$ cat config.mk
export PLATFORM = sky130hd
export DESIGN_NAME = aulsc_top
export DESIGN_NICKNAME = d
export VERILOG_FILES = /design/src/design/aulsc_pkg.sv /design/src/design/aulsc_decode.sv /design/src/design/aulsc_channel.sv /design/src/design/aulsc_top.sv
export SDC_FILE = /design/constraint.sdc
export NUM_CORES = 1
export LEC_CHECK = 0
export BUFFER_PORTS_ARGS = -buffer_cell sky130_fd_sc_hd__buf_4
export CORE_MARGIN = 2
export CORE_UTILIZATION = 60
export CTS_CLUSTER_SIZE = 14
export DETAILED_ROUTE_END_ITERATION = 12
export GPL_TIMING_DRIVEN = 1
export PLACE_DENSITY = 0.78
export SETUP_SLACK_MARGIN = 0.3
export SKIP_CTS_REPAIR_TIMING = 1
export SLEW_MARGIN = 10
export SYNTH_ARGS = -nofsm -noshare
export SYNTH_HDL_FRONTEND = slang
export SYNTH_SLANG_ARGS = --single-unit
$ cat constraint.sdc
create_clock -name clk_sys -period 40 [get_ports clk_sys]
set_input_delay 6 -clock clk_sys [delete_from_list [all_inputs] [get_ports clk_sys]]
set_output_delay 6 -clock clk_sys [all_outputs]
set_load 0.02 [all_outputs]
$ cat src/design/aulsc_pkg.sv
// Package: register map, field layout and encodings of the upper-limit supervision block
package aulsc_pkg;
  localparam int unsigned aulsc_num_chan = 16;
  localparam logic [7:0] aulsc_off_diff_level = 8'hd4;
  localparam logic [7:0] aulsc_off_cnt0_3 = 8'he8;
  localparam logic [7:0] aulsc_off_cnt4_7 = 8'hec;
  localparam logic [7:0] aulsc_off_cnt8_11 = 8'hf0;
  localparam logic [7:0] aulsc_off_diff_cnt = 8'hf4;
  localparam logic [7:0] aulsc_off_level8_11 = 8'hc0;
  localparam logic [7:0] aulsc_off_level0_3 = 8'hc4;
  localparam logic [7:0] aulsc_off_level4_7 = 8'hc8;
  localparam logic [7:0] aulsc_off_irq_status = 8'h00;
  localparam logic [7:0] aulsc_off_irq_mask = 8'h04;
  localparam logic [7:0] aulsc_off_event_state = 8'h08;
  localparam logic [31:0] aulsc_rst_diff_level = 32'h0000_0000;
  localparam logic [31:0] aulsc_rst_cnt0_3 = 32'h1213_1b1a;
  localparam logic [31:0] aulsc_rst_cnt4_7 = 32'h0000_0000;
  localparam logic [31:0] aulsc_rst_cnt8_11 = 32'h0000_0000;
  localparam logic [31:0] aulsc_rst_diff_cnt = 32'h0000_0000;
  localparam logic [31:0] aulsc_rst_level = 32'h0000_0000;
  localparam logic [31:0] aulsc_rst_zero = 32'h0000_0000;
  localparam logic [7:0] aulsc_lane_mask = 8'h1f;
  localparam int unsigned aulsc_hyst_lsb = 3;
  localparam int unsigned aulsc_cnt_lsb = 0;
  localparam logic [1:0] aulsc_resp_okay = 2'h0;
  localparam logic [1:0] aulsc_resp_slverr = 2'h2;
  typedef enum logic [1:0] {
    hysteresis_off,
    hysteresis_four,
    hysteresis_eight,
    hysteresis_sixteen
  } aulsc_hyst_type;
  localparam logic [4:0] aulsc_hyst_val_off = 5'h00;
  localparam logic [4:0] aulsc_hyst_val_four = 5'h04;
  localparam logic [4:0] aulsc_hyst_val_eight = 5'h08;
  localparam logic [4:0] aulsc_hyst_val_sixteen = 5'h10;
  localparam logic [5:0] aulsc_meas_max = 6'h3f;
endpackage

$ cat src/design/aulsc_decode.sv
// Decoders for the hysteresis and count codes of one channel
`timescale 1ns/10ps
`default_nettype none
module aulsc_decode
  import aulsc_pkg::*;
(
  input wire logic [1:0] hyst_code,
  input wire logic [2:0] count_code,
  output logic [4:0] hyst_value,
  output logic [5:0] meas_needed
);
  import aulsc_pkg::*;
  always_comb begin
    case (aulsc_hyst_type'(hyst_code))
      hysteresis_off: hyst_value = aulsc_hyst_val_off;
      hysteresis_four: hyst_value = aulsc_hyst_val_four;
      hysteresis_eight: hyst_value = aulsc_hyst_val_eight;
      hysteresis_sixteen: hyst_value = aulsc_hyst_val_sixteen;
      default: hyst_value = aulsc_hyst_val_off;
    endcase
  end
  // Codes 6 and 7 both saturate at 63 so the count fits six bits
  assign meas_needed = (count_code >= 3'h6) ? aulsc_meas_max :
    6'(6'h01 << count_code);
endmodule
`default_nettype wire

$ cat src/design/aulsc_channel.sv
// One channel's upper-limit debounce and hysteresis release
`timescale 1ns/10ps
`default_nettype none
module aulsc_channel
  import aulsc_pkg::*;
(
  input wire logic clk_sys,
  input wire logic rst_n,
  input wire logic result_valid,
  input wire logic [9:0] result,
  input wire logic [7:0] level,
  input wire logic [1:0] hyst_code,
  input wire logic [2:0] count_code,
  output logic event_active
);
  import aulsc_pkg::*;
  logic [4:0] hyst_value;
  logic [5:0] meas_needed;
  logic [5:0] run;
  logic [5:0] next_run;
  logic next_event;
  wire above = result[9:2] > level;
  wire [8:0] release_level = {1'b0, level} - {4'h0, hyst_value};
  wire below = release_level[8] ? 1'b0 :
    ({1'b0, result[9:2]} < release_level);
  aulsc_decode u_dec (
    .hyst_code(hyst_code),
    .count_code(count_code),
    .hyst_value(hyst_value),
    .meas_needed(meas_needed)
  );
  // Only the top eight result bits are compared against the 8-bit level
  assign next_run = !result_valid ? run :
    (above ? ((run < meas_needed) ? run + 6'h01 : run) : 6'h00);
  assign next_event = !result_valid ? event_active :
    (event_active ? !below : (next_run >= meas_needed));
  always_ff @(posedge clk_sys or negedge rst_n) begin
    if (!rst_n) begin
      run <= 6'h00;
      event_active <= 1'b0;
    end else begin
      run <= next_run;
      event_active <= next_event;
    end
  end
endmodule
`default_nettype wire

$ cat src/design/aulsc_top.sv
// Upper-limit supervision registers, channel supervisors and AXI4-Lite slave
//
// Design decision made here: the AXI4-Lite register port.
`timescale 1ns/10ps
`default_nettype none
module aulsc_top
  import aulsc_pkg::*;
(
  input wire logic clk_sys,
  input wire logic nrst,
  input wire logic result_valid,
  input wire logic [3:0] result_chan,
  input wire logic [9:0] result,
  input wire logic [7:0] s_axi_awaddr,
  input wire logic s_axi_awvalid,
  output logic s_axi_awready,
  input wire logic [31:0] s_axi_wdata,
  input wire logic [3:0] s_axi_wstrb,
  input wire logic s_axi_wvalid,
  output logic s_axi_wready,
  output logic [1:0] s_axi_bresp,
  output logic s_axi_bvalid,
  input wire logic s_axi_bready,
  input wire logic [7:0] s_axi_araddr,
  input wire logic s_axi_arvalid,
  output logic s_axi_arready,
  output logic [31:0] s_axi_rdata,
  output logic [1:0] s_axi_rresp,
  output logic s_axi_rvalid,
  input wire logic s_axi_rready,
  output logic [aulsc_pkg::aulsc_num_chan-1:0] upper_event,
  output logic irq
);
  import aulsc_pkg::*;
  localparam int unsigned n = aulsc_num_chan;

  logic rst_meta;
  logic rst_n;
  always_ff @(posedge clk_sys or negedge nrst) begin
    if (!nrst) begin
      rst_meta <= 1'b0;
      rst_n <= 1'b0;
    end else begin
      rst_meta <= 1'b1;
      rst_n <= rst_meta;
    end
  end

  // Configuration storage
  logic [31:0] level0_3;
  logic [31:0] level4_7;
  logic [31:0] level8_11;
  logic [31:0] diff_level;
  logic [31:0] cnt0_3;
  logic [31:0] cnt4_7;
  logic [31:0] cnt8_11;
  logic [31:0] diff_cnt;
  logic [n-1:0] irq_status;
  logic [n-1:0] irq_mask;
  logic [n-1:0] event_now;
  logic [n-1:0] event_prev;

  // Result inputs come from the converter on this clock: no synchroniser
  logic [31:0] levels_all [4];
  logic [31:0] counts_all [4];
  assign levels_all[0] = level0_3;
  assign levels_all[1] = level4_7;
  assign levels_all[2] = level8_11;
  assign levels_all[3] = diff_level;
  assign counts_all[0] = cnt0_3;
  assign counts_all[1] = cnt4_7;
  assign counts_all[2] = cnt8_11;
  assign counts_all[3] = diff_cnt;

  // Channels 12 to 15 are differential channels 1 to 4
  for (genvar c = 0; c < n; c++) begin : g_chan
    wire [31:0] lv = levels_all[c / 4];
    wire [31:0] ct = counts_all[c / 4];
    aulsc_channel u_chan (
      .clk_sys(clk_sys),
      .rst_n(rst_n),
      .result_valid(result_valid && (result_chan == 4'(c))),
      .result(result),
      .level(lv[8*(c%4) +: 8]),
      .hyst_code(ct[8*(c%4) + aulsc_hyst_lsb +: 2]),
      .count_code(ct[8*(c%4) + aulsc_cnt_lsb +: 3]),
      .event_active(event_now[c])
    );
  end

  // Write channel: address and data taken in either order
  // Ready flags are flops so every bus output leaves a register
  wire aw_held = !s_axi_awready;
  wire w_held = !s_axi_wready;
  logic [7:0] aw_addr;
  logic [31:0] w_data;
  logic [3:0] w_strb;
  wire aw_take = s_axi_awvalid && s_axi_awready;
  wire w_take = s_axi_wvalid && s_axi_wready;
  wire wr_go = aw_held && w_held && !s_axi_bvalid;
  wire [31:0] bmask = {{8{w_strb[3]}}, {8{w_strb[2]}},
    {8{w_strb[1]}}, {8{w_strb[0]}}};
  wire [31:0] lane_keep = {4{aulsc_lane_mask}};
  wire [31:0] w_cnt_mask = bmask & lane_keep;
  wire wr_level0 = wr_go && aw_addr == aulsc_off_level0_3;
  wire wr_level4 = wr_go && aw_addr == aulsc_off_level4_7;
  wire wr_level8 = wr_go && aw_addr == aulsc_off_level8_11;
  wire wr_dlevel = wr_go && aw_addr == aulsc_off_diff_level;
  wire wr_cnt0 = wr_go && aw_addr == aulsc_off_cnt0_3;
  wire wr_cnt4 = wr_go && aw_addr == aulsc_off_cnt4_7;
  wire wr_cnt8 = wr_go && aw_addr == aulsc_off_cnt8_11;
  wire wr_dcnt = wr_go && aw_addr == aulsc_off_diff_cnt;
  wire wr_stat = wr_go && aw_addr == aulsc_off_irq_status;
  wire wr_mask = wr_go && aw_addr == aulsc_off_irq_mask;
  wire wr_hit = wr_level0 || wr_level4 || wr_level8 || wr_dlevel ||
    wr_cnt0 || wr_cnt4 || wr_cnt8 || wr_dcnt || wr_stat || wr_mask ||
    (aw_addr == aulsc_off_event_state);

  function automatic logic [31:0] merge(input logic [31:0] old,
    input logic [31:0] data, input logic [31:0] m);
    merge = (old & ~m) | (data & m);
  endfunction
  wire [31:0] mask_word = merge(32'(irq_mask), w_data, bmask);
  wire [31:0] clr_word = merge(aulsc_rst_zero, w_data, bmask);

  always_ff @(posedge clk_sys or negedge rst_n) begin
    if (!rst_n) begin
      s_axi_awready <= 1'b1;
      s_axi_wready <= 1'b1;
      aw_addr <= 8'h00;
      w_data <= aulsc_rst_zero;
      w_strb <= 4'h0;
      s_axi_bvalid <= 1'b0;
      s_axi_bresp <= aulsc_resp_okay;
    end else begin
      if (aw_take) begin
        s_axi_awready <= 1'b0;
        aw_addr <= {s_axi_awaddr[7:2], 2'h0};
      end else if (wr_go) begin
        s_axi_awready <= 1'b1;
      end
      if (w_take) begin
        s_axi_wready <= 1'b0;
        w_data <= s_axi_wdata;
        w_strb <= s_axi_wstrb;
      end else if (wr_go) begin
        s_axi_wready <= 1'b1;
      end
      if (wr_go) begin
        s_axi_bvalid <= 1'b1;
        s_axi_bresp <= wr_hit ? aulsc_resp_okay : aulsc_resp_slverr;
      end else if (s_axi_bready) begin
        s_axi_bvalid <= 1'b0;
      end
    end
  end

  always_ff @(posedge clk_sys or negedge rst_n) begin
    if (!rst_n) begin
      level0_3 <= aulsc_rst_level;
      level4_7 <= aulsc_rst_level;
      level8_11 <= aulsc_rst_level;
      diff_level <= aulsc_rst_diff_level;
      cnt0_3 <= aulsc_rst_cnt0_3;
      cnt4_7 <= aulsc_rst_cnt4_7;
      cnt8_11 <= aulsc_rst_cnt8_11;
      diff_cnt <= aulsc_rst_diff_cnt;
      irq_mask <= '0;
    end else begin
      if (wr_level0) level0_3 <= merge(level0_3, w_data, bmask);
      if (wr_level4) level4_7 <= merge(level4_7, w_data, bmask);
      if (wr_level8) level8_11 <= merge(level8_11, w_data, bmask);
      if (wr_dlevel) diff_level <= merge(diff_level, w_data, bmask);
      if (wr_cnt0) cnt0_3 <= merge(cnt0_3, w_data, w_cnt_mask);
      if (wr_cnt4) cnt4_7 <= merge(cnt4_7, w_data, w_cnt_mask);
      if (wr_cnt8) cnt8_11 <= merge(cnt8_11, w_data, w_cnt_mask);
      if (wr_dcnt) diff_cnt <= merge(diff_cnt, w_data, w_cnt_mask);
      if (wr_mask) irq_mask <= mask_word[n-1:0];
    end
  end

  // Status sets on event rise; a set in the clear cycle wins
  wire [n-1:0] rise = event_now & ~event_prev;
  wire [n-1:0] clr = wr_stat ? clr_word[n-1:0] : '0;
  always_ff @(posedge clk_sys or negedge rst_n) begin
    if (!rst_n) begin
      event_prev <= '0;
      irq_status <= '0;
      upper_event <= '0;
      irq <= 1'b0;
    end else begin
      event_prev <= event_now;
      irq_status <= (irq_status & ~clr) | rise;
      upper_event <= event_now;
      irq <= |(((irq_status & ~clr) | rise) & irq_mask);
    end
  end

  // Read channel
  logic [31:0] rd_word;
  logic rd_ok;
  wire [7:0] ra = {s_axi_araddr[7:2], 2'h0};
  always_comb begin
    rd_ok = 1'b1;
    case (ra)
      aulsc_off_level0_3: rd_word = level0_3;
      aulsc_off_level4_7: rd_word = level4_7;
      aulsc_off_level8_11: rd_word = level8_11;
      aulsc_off_diff_level: rd_word = diff_level;
      aulsc_off_cnt0_3: rd_word = cnt0_3 & lane_keep;
      aulsc_off_cnt4_7: rd_word = cnt4_7 & lane_keep;
      aulsc_off_cnt8_11: rd_word = cnt8_11 & lane_keep;
      aulsc_off_diff_cnt: rd_word = diff_cnt & lane_keep;
      aulsc_off_irq_status: rd_word = 32'(irq_status);
      aulsc_off_irq_mask: rd_word = 32'(irq_mask);
      aulsc_off_event_state: rd_word = 32'(event_now);
      default: begin
        rd_word = aulsc_rst_zero;
        rd_ok = 1'b0;
      end
    endcase
  end
  wire ar_take = s_axi_arvalid && s_axi_arready;
  always_ff @(posedge clk_sys or negedge rst_n) begin
    if (!rst_n) begin
      s_axi_rvalid <= 1'b0;
      s_axi_arready <= 1'b1;
      s_axi_rdata <= aulsc_rst_zero;
      s_axi_rresp <= aulsc_resp_okay;
    end else if (ar_take) begin
      s_axi_rvalid <= 1'b1;
      s_axi_arready <= 1'b0;
      s_axi_rdata <= rd_word;
      s_axi_rresp <= rd_ok ? aulsc_resp_okay : aulsc_resp_slverr;
    end else if (s_axi_rready) begin
      s_axi_rvalid <= 1'b0;
      s_axi_arready <= 1'b1;
    end
  end
endmodule
`default_nettype wire

* Yosys cells after proc, flatten, opt, wreduce, memory -nomap -nowiden
Cells that the tools add are included.
** Word-level totals
- Register bits :: 502
- Bits of input ports :: 74
- Output and inout port bits :: 58
** Cells by class
- Add/subtract/negate cells :: 32
- Magnitude comparators :: 80
- Equality and inequality tests :: 83
- Shift operators :: 16
- Mux-type cells :: 126
- Bitwise gates (word level) :: 28
- Reduce and logical (&&, ||, !) cells :: 85
** Operators by type and width (count)
- $mux W6 :: 64
- $pmux W32 S11 :: 1
- $pmux W5 S4 :: 16
- $and A32 B32 Y32 :: 9
- $or A32 B32 Y32 :: 8
- $lt A8 B9 Y1 :: 16
- $sub A8 B5 Y9 :: 16
- $gt A8 B8 Y1 :: 16
- $add A6 B1 Y6 const B :: 16
- $eq A6 B6 Y1 const B :: 16
- $ge A6 B6 Y1 :: 16
- $lt A6 B6 Y1 :: 16
- $shl A1 B3 Y6 const A :: 16
- $and A16 B16 Y16 :: 4
- $eq A2 B2 Y1 const B :: 32
- $ge A3 B3 Y1 const B :: 16
- $mux W1 :: 42
- $and A32 B29 Y32 :: 1
- $eq A2 B1 Y1 const B :: 16
- $eq A4 B4 Y1 const B :: 8
- $logic_not A2 Y1 :: 16
- $not A16 Y16 :: 2
- $not A29 Y32 :: 1
- $not A32 Y32 :: 1
- other kinds (16) :: 85

* Longest topological paths before layout
- Word-level depth :: 15
- Gate-level depth with buffers :: 20
- Mapped depth without buffers :: 19

* Modules after synthesis
A second synthesis with hierarchy kept.
** Unflattened totals
- Cells, all modules :: 3757
- Area, all modules :: 35929.5 um2
** By module, submodules not included
- aulsc_top :: instances 1, cells each 1073, area each 14466.4 um2, seq. area each 8526.9 um2
- aulsc_channel (g_chan[14].u_chan ...) :: instances 9, cells each 149, area each 1247.4 um2, seq. area each 175.2 um2
- aulsc_channel (g_chan[0].u_chan ...) :: instances 7, cells each 153, area each 1244.9 um2, seq. area each 175.2 um2
- aulsc_decode :: instances 16, cells each 17, area each 95.1 um2, seq. area each 0.0 um2

* Least setup slack after synthesis
Ideal clock, no wire load.
- Kind :: in2reg
- Start :: input port result[2]
- End :: register g_chan[9].u_chan.event_active
- Setup time :: 0.121 ns
- Arrival time :: 9.183 ns
- Setup slack :: 30.696 ns
- Stages on the path :: 19
- Cell sequence :: inv_1 > ha_1 > nor2b_1 > o21a_1 > o21a_1 > o21ai_0 > nand2b_1 > a221o_1 > a21oi_1 > or2_2 > ha_1 > nand2b_1 > a21o_1 > a21o_1 > a21o_1 > a21o_1 > a21oi_1 > nor2_1 > o22a_1
** On the way
- Longest elaborated chain between the ends :: 5
** Ends and longest elaborated chain
- start, declared :: RTL line aulsc_top.sv:13 : input wire logic [9:0] result,
- $gt A8 B8 Y1 :: RTL line aulsc_channel.sv:22 : wire above = result[9:2] > level;
- $mux W6 :: RTL line aulsc_channel.sv:34 : (above ? ((run < meas_needed) ? run + 6'h01 : run) : 6'h00);
- $mux W6 :: RTL line aulsc_channel.sv:33 : assign next_run = !result_valid ? run :
- $ge A6 B6 Y1 :: RTL line aulsc_channel.sv:36 : (event_active ? !below : (next_run >= meas_needed));
- $mux W1 * :: RTL line aulsc_channel.sv:36
- end signal, assigned :: RTL line aulsc_channel.sv:43 : event_active <= next_event;
- end, declared :: RTL line aulsc_channel.sv:14 : output logic event_active
Every way passes the cells marked *; elsewhere a longest branch is shown, timed or not.
A chain may end at the register's enable or synchronous reset.

* Worst setup path after layout
- Start :: input port result[7]
- End :: register g_chan[1].u_chan.event_active
** On the way
- Longest elaborated chain between the ends :: 5
** Ends and longest elaborated chain (RTL line)
- $gt A8 B8 Y1 :: aulsc_channel.sv:22
- $mux W6 :: aulsc_channel.sv:34
- $mux W6 :: aulsc_channel.sv:33
- $ge A6 B6 Y1 :: aulsc_channel.sv:36
- $mux W1 * :: aulsc_channel.sv:36
- end signal, assigned :: aulsc_channel.sv:43
- end, declared :: aulsc_channel.sv:14
Marks and branches as above.

==> results.toml <==
[status]
status = "finished, final reports clean"

[detailed_routing]
routed.top_layer = "met5"
drtIter0Drc = 1662
post-route-drc-count = 0
drt_first_pass_iters = 6
vias = 25100
routed-wl-met3_um = 6850
wl_um = 88000
met2_length_um = 40800
drt-vias-per-instance = 6.41
detail_route.wirelength.met1_um = 36100
wl_per_cell_um = 22.5
ant_nets = 0

[flow_run]
drv_cap = 0

[placement]
dp_hpwl_um = 63100
gp_congestion = 0.932
io_buffers = 123
pre_cts_ws_ps = 29860
post-place-cells = 3822

[yosys]
synth_edf_count = 0
async_reset_ff_share_pct = 100
ys_seq_area_share_pct = 36.1
ys_ff_latch = 452
synth_simple_gate_area_share_pct = 11.5
synthMuxAreaShare_pct = 10.2
synthAdderAreaFrac_pct = 19.2
syn_inst = 3079
synth_cell_type_count = 78
synthXorXnorAreaFrac_pct = 3.82
synthesis.area_sq_um = 31400
synth-compound-area-share_pct = 15.7
syn_area_per_cell_sq_um = 10.2
synth_top_family_by_area = "adder cells"
yosysWarningCount = 0
synth-main-ff-cell = "dfrtp_1"

[worst_hold_path]
worst_hold_path_type = "reg -> reg"
holdPathEnd = "rst_n"
worstHoldStart = "rst_meta"
min_path_cells = 0

[sta]
max_freq_ghz = 0.103
post-route-min-period_ps = 9670
finalCritPeriodShare_pct = 24.2
setup_ws_ps = 30330
rsz0062_at_grt = "no"
whs_ps = 361
setup_viol = 0
finalSetupTns_ps = 0
tightest_slew_ps = 1220
slew_headroom_pct = 18.8
clock_skew_ps = 14.6
slew_violations = 0
finalHoldViolations = 0

[grt]
gr-total-overflow = 0
grt_max_degree = 82
grt_pass1_wl_um = 139000
grt_use_total_pct = 32.9
grt_pass1_vias = 25500
antenna_found_initial = 2

[setup_path]
critPathCaptureType = "flip-flop"
crit_buf_inv = 1
criticalPathCategory = "in -> reg"
crit_start = "result[7]"
critical_path.cell_chain = "buf_4 -> ha_1 -> a21o_1 -> a21o_1 -> a21oi_1 -> o21ai_0 -> a21oi_1 -> or2_2 -> ha_1 -> nand2b_1 -> a21o_1 -> a21o_1 -> a21o_1 -> a21o_1 -> a21oi_1 -> o21ai_0 -> o31a_1"
worst_path_largest_cell_delay_ps = 700
reg2regPathDepth = 17
crit_top_cell = "a21o_1"
crit_required_ps = 40490
cp-start-kind = "primary input"
reg2reg_to = "g_chan[6].u_chan.event_active"
path_delay_family = "compound AO/OA/AOI/OAI gates"
critPathArrivalTime_ps = 10160
r2r_setup_slack_ps = 35660
crit_fanout = 32
cp_slowest_cell = "a21oi_1"

[cts]
cts_buffers = 51
cts_sinks = 452
cts_tree = "done"
clk_pin_slew_ps = 60
h-tree-depth = 2
cts_root_buffer = "clkbuf_16"
cts.path.max_buffers = 3
clk_latency_ps = 610

[power_and_ir_drop]
p_sw_mw = 1.03
peakVddDrop_v = 0.0000531
combPwrFrac_pct = 46.6
powerDensity_nw_per_um2 = 72.9
cell_internal_pwr_mw = 1.52
power.share.sequential_pct = 33.4
p_leak_nw = 16.2
sw_frac_of_total_pct = 40.5
finalPower_mw = 2.55
pwr-share-clk_pct = 19.9

[die]
die_height_um = 233
fp.dieW_um = 233
initial_utilization_pct = 61.0
dieArea_sq_um = 54200
row_count = 83
core_sq_um = 51500
pin_count = 132

[finish]
area_delta_synth_final_pct = 11.2
final_nets = 3739
final-instance-count-excl-fill = 3918
drive_gt1_share_pct = 17.3
[layout by cell type (no fill, tap or decap), drive strengths merged, types with 61 or more instances in the layout]
cell    count
o21ai     141
nand2     204
xnor2      82
ha        454
dfrtp     437
a21o      152
mux2      267
nand2b     73
inv       211
buf       144
nand4      61
clkbuf     75
a21oi     122
nor2      149
[through the flow]
| step | utilization (%) | area (sq um) |
|---|---|---|
| after detailed placement | 64.3 | 33100 |
| after CTS | 67.8 | 34900 |
| final | 67.8 | 34900 |
| after floorplan | - | 31400 |
| after global placement | 64.3 | 33100 |
| after global routing | 67.8 | 34900 |
[power groups by stage]
| stage | clock network (mW) | registers (mW) | logic (mW) |
|---|---|---|---|
| finish | 0.508 | 0.851 | 1.19 |
| global placement | 0 | 0.836 | 1.10 |
| floorplan | 0 | 0.740 | 0.930 |
| global route | 0.530 | 0.870 | 1.34 |
| CTS | 0.512 | 0.839 | 1.18 |
| detailed placement | 0 | 0.846 | 1.17 |
[cell families after synthesis]
kind of cell / count (synthesis)
other: 2
and+or+nand+nor: 719
DFF: 452
xor gates and xnor gates: 137
adders and majority gates: 472
buffers and inverters: 293
AOI/OAI and AO/OA: 718
muxes: 286
[synthesized netlist by cell type, types with 31 or more instances]
| master | count | area, sq um |
|---|---|---|
| ha_1 | 454 | 5680 |
| dfrtp_1 | 437 | 10900 |
| mux2_2 | 267 | 3010 |
| inv_1 | 211 | 792 |
| nand2_1 | 204 | 766 |
| a21o_1 | 152 | 1140 |
| nor2_1 | 149 | 559 |
| o21ai_0 | 136 | 681 |
| a21oi_1 | 122 | 611 |
| xnor2_1 | 82 | 718 |
| clkbuf_1 | 78 | 293 |
| nand2b_1 | 73 | 457 |
| nand4_1 | 61 | 382 |
| xor2_1 | 55 | 482 |
| a22oi_1 | 52 | 390 |
| nor3_1 | 50 | 250 |
| o21a_1 | 43 | 323 |
| a22o_1 | 32 | 280 |
| and3_1 | 31 | 194 |
[per-layer routing]
| layer | vias up | global-route usage, % |
|---|---|---|
| li1 | 11500 | - |
| met1 | 12400 | 42.2 |
| met2 | 962 | 54.1 |
| met3 | 254 | 6.08 |
| met4 | 2 | 14.8 |
| met5 | - | 0 |
[final cells by class]
type / count / area [sq um]
multi-input combinational: 2335 / 19100
fill: 3944 / 16600
sequential: 452 / 11300
clock buffer: 75 / 1490
timing repair buffer: 144 / 1080
tap: 680 / 851
inverter: 211 / 792
clock inverter: 20 / 319
antenna: 1 / 2.50
[worst max path at each step]
stage | to | cells past startpoint
2_1_floorplan | async pin | 0
4_1_cts | g_chan[7].u_chan.event_active | 19
3_5_place_dp | g_chan[7].u_chan.event_active | 19
6_report | g_chan[1].u_chan.event_active | 17
5_1_grt | g_chan[1].u_chan.event_active | 17
3_3_place_gp | g_chan[1].u_chan.event_active | 17
No activity file was read; power rests on OpenSTA's default activity.
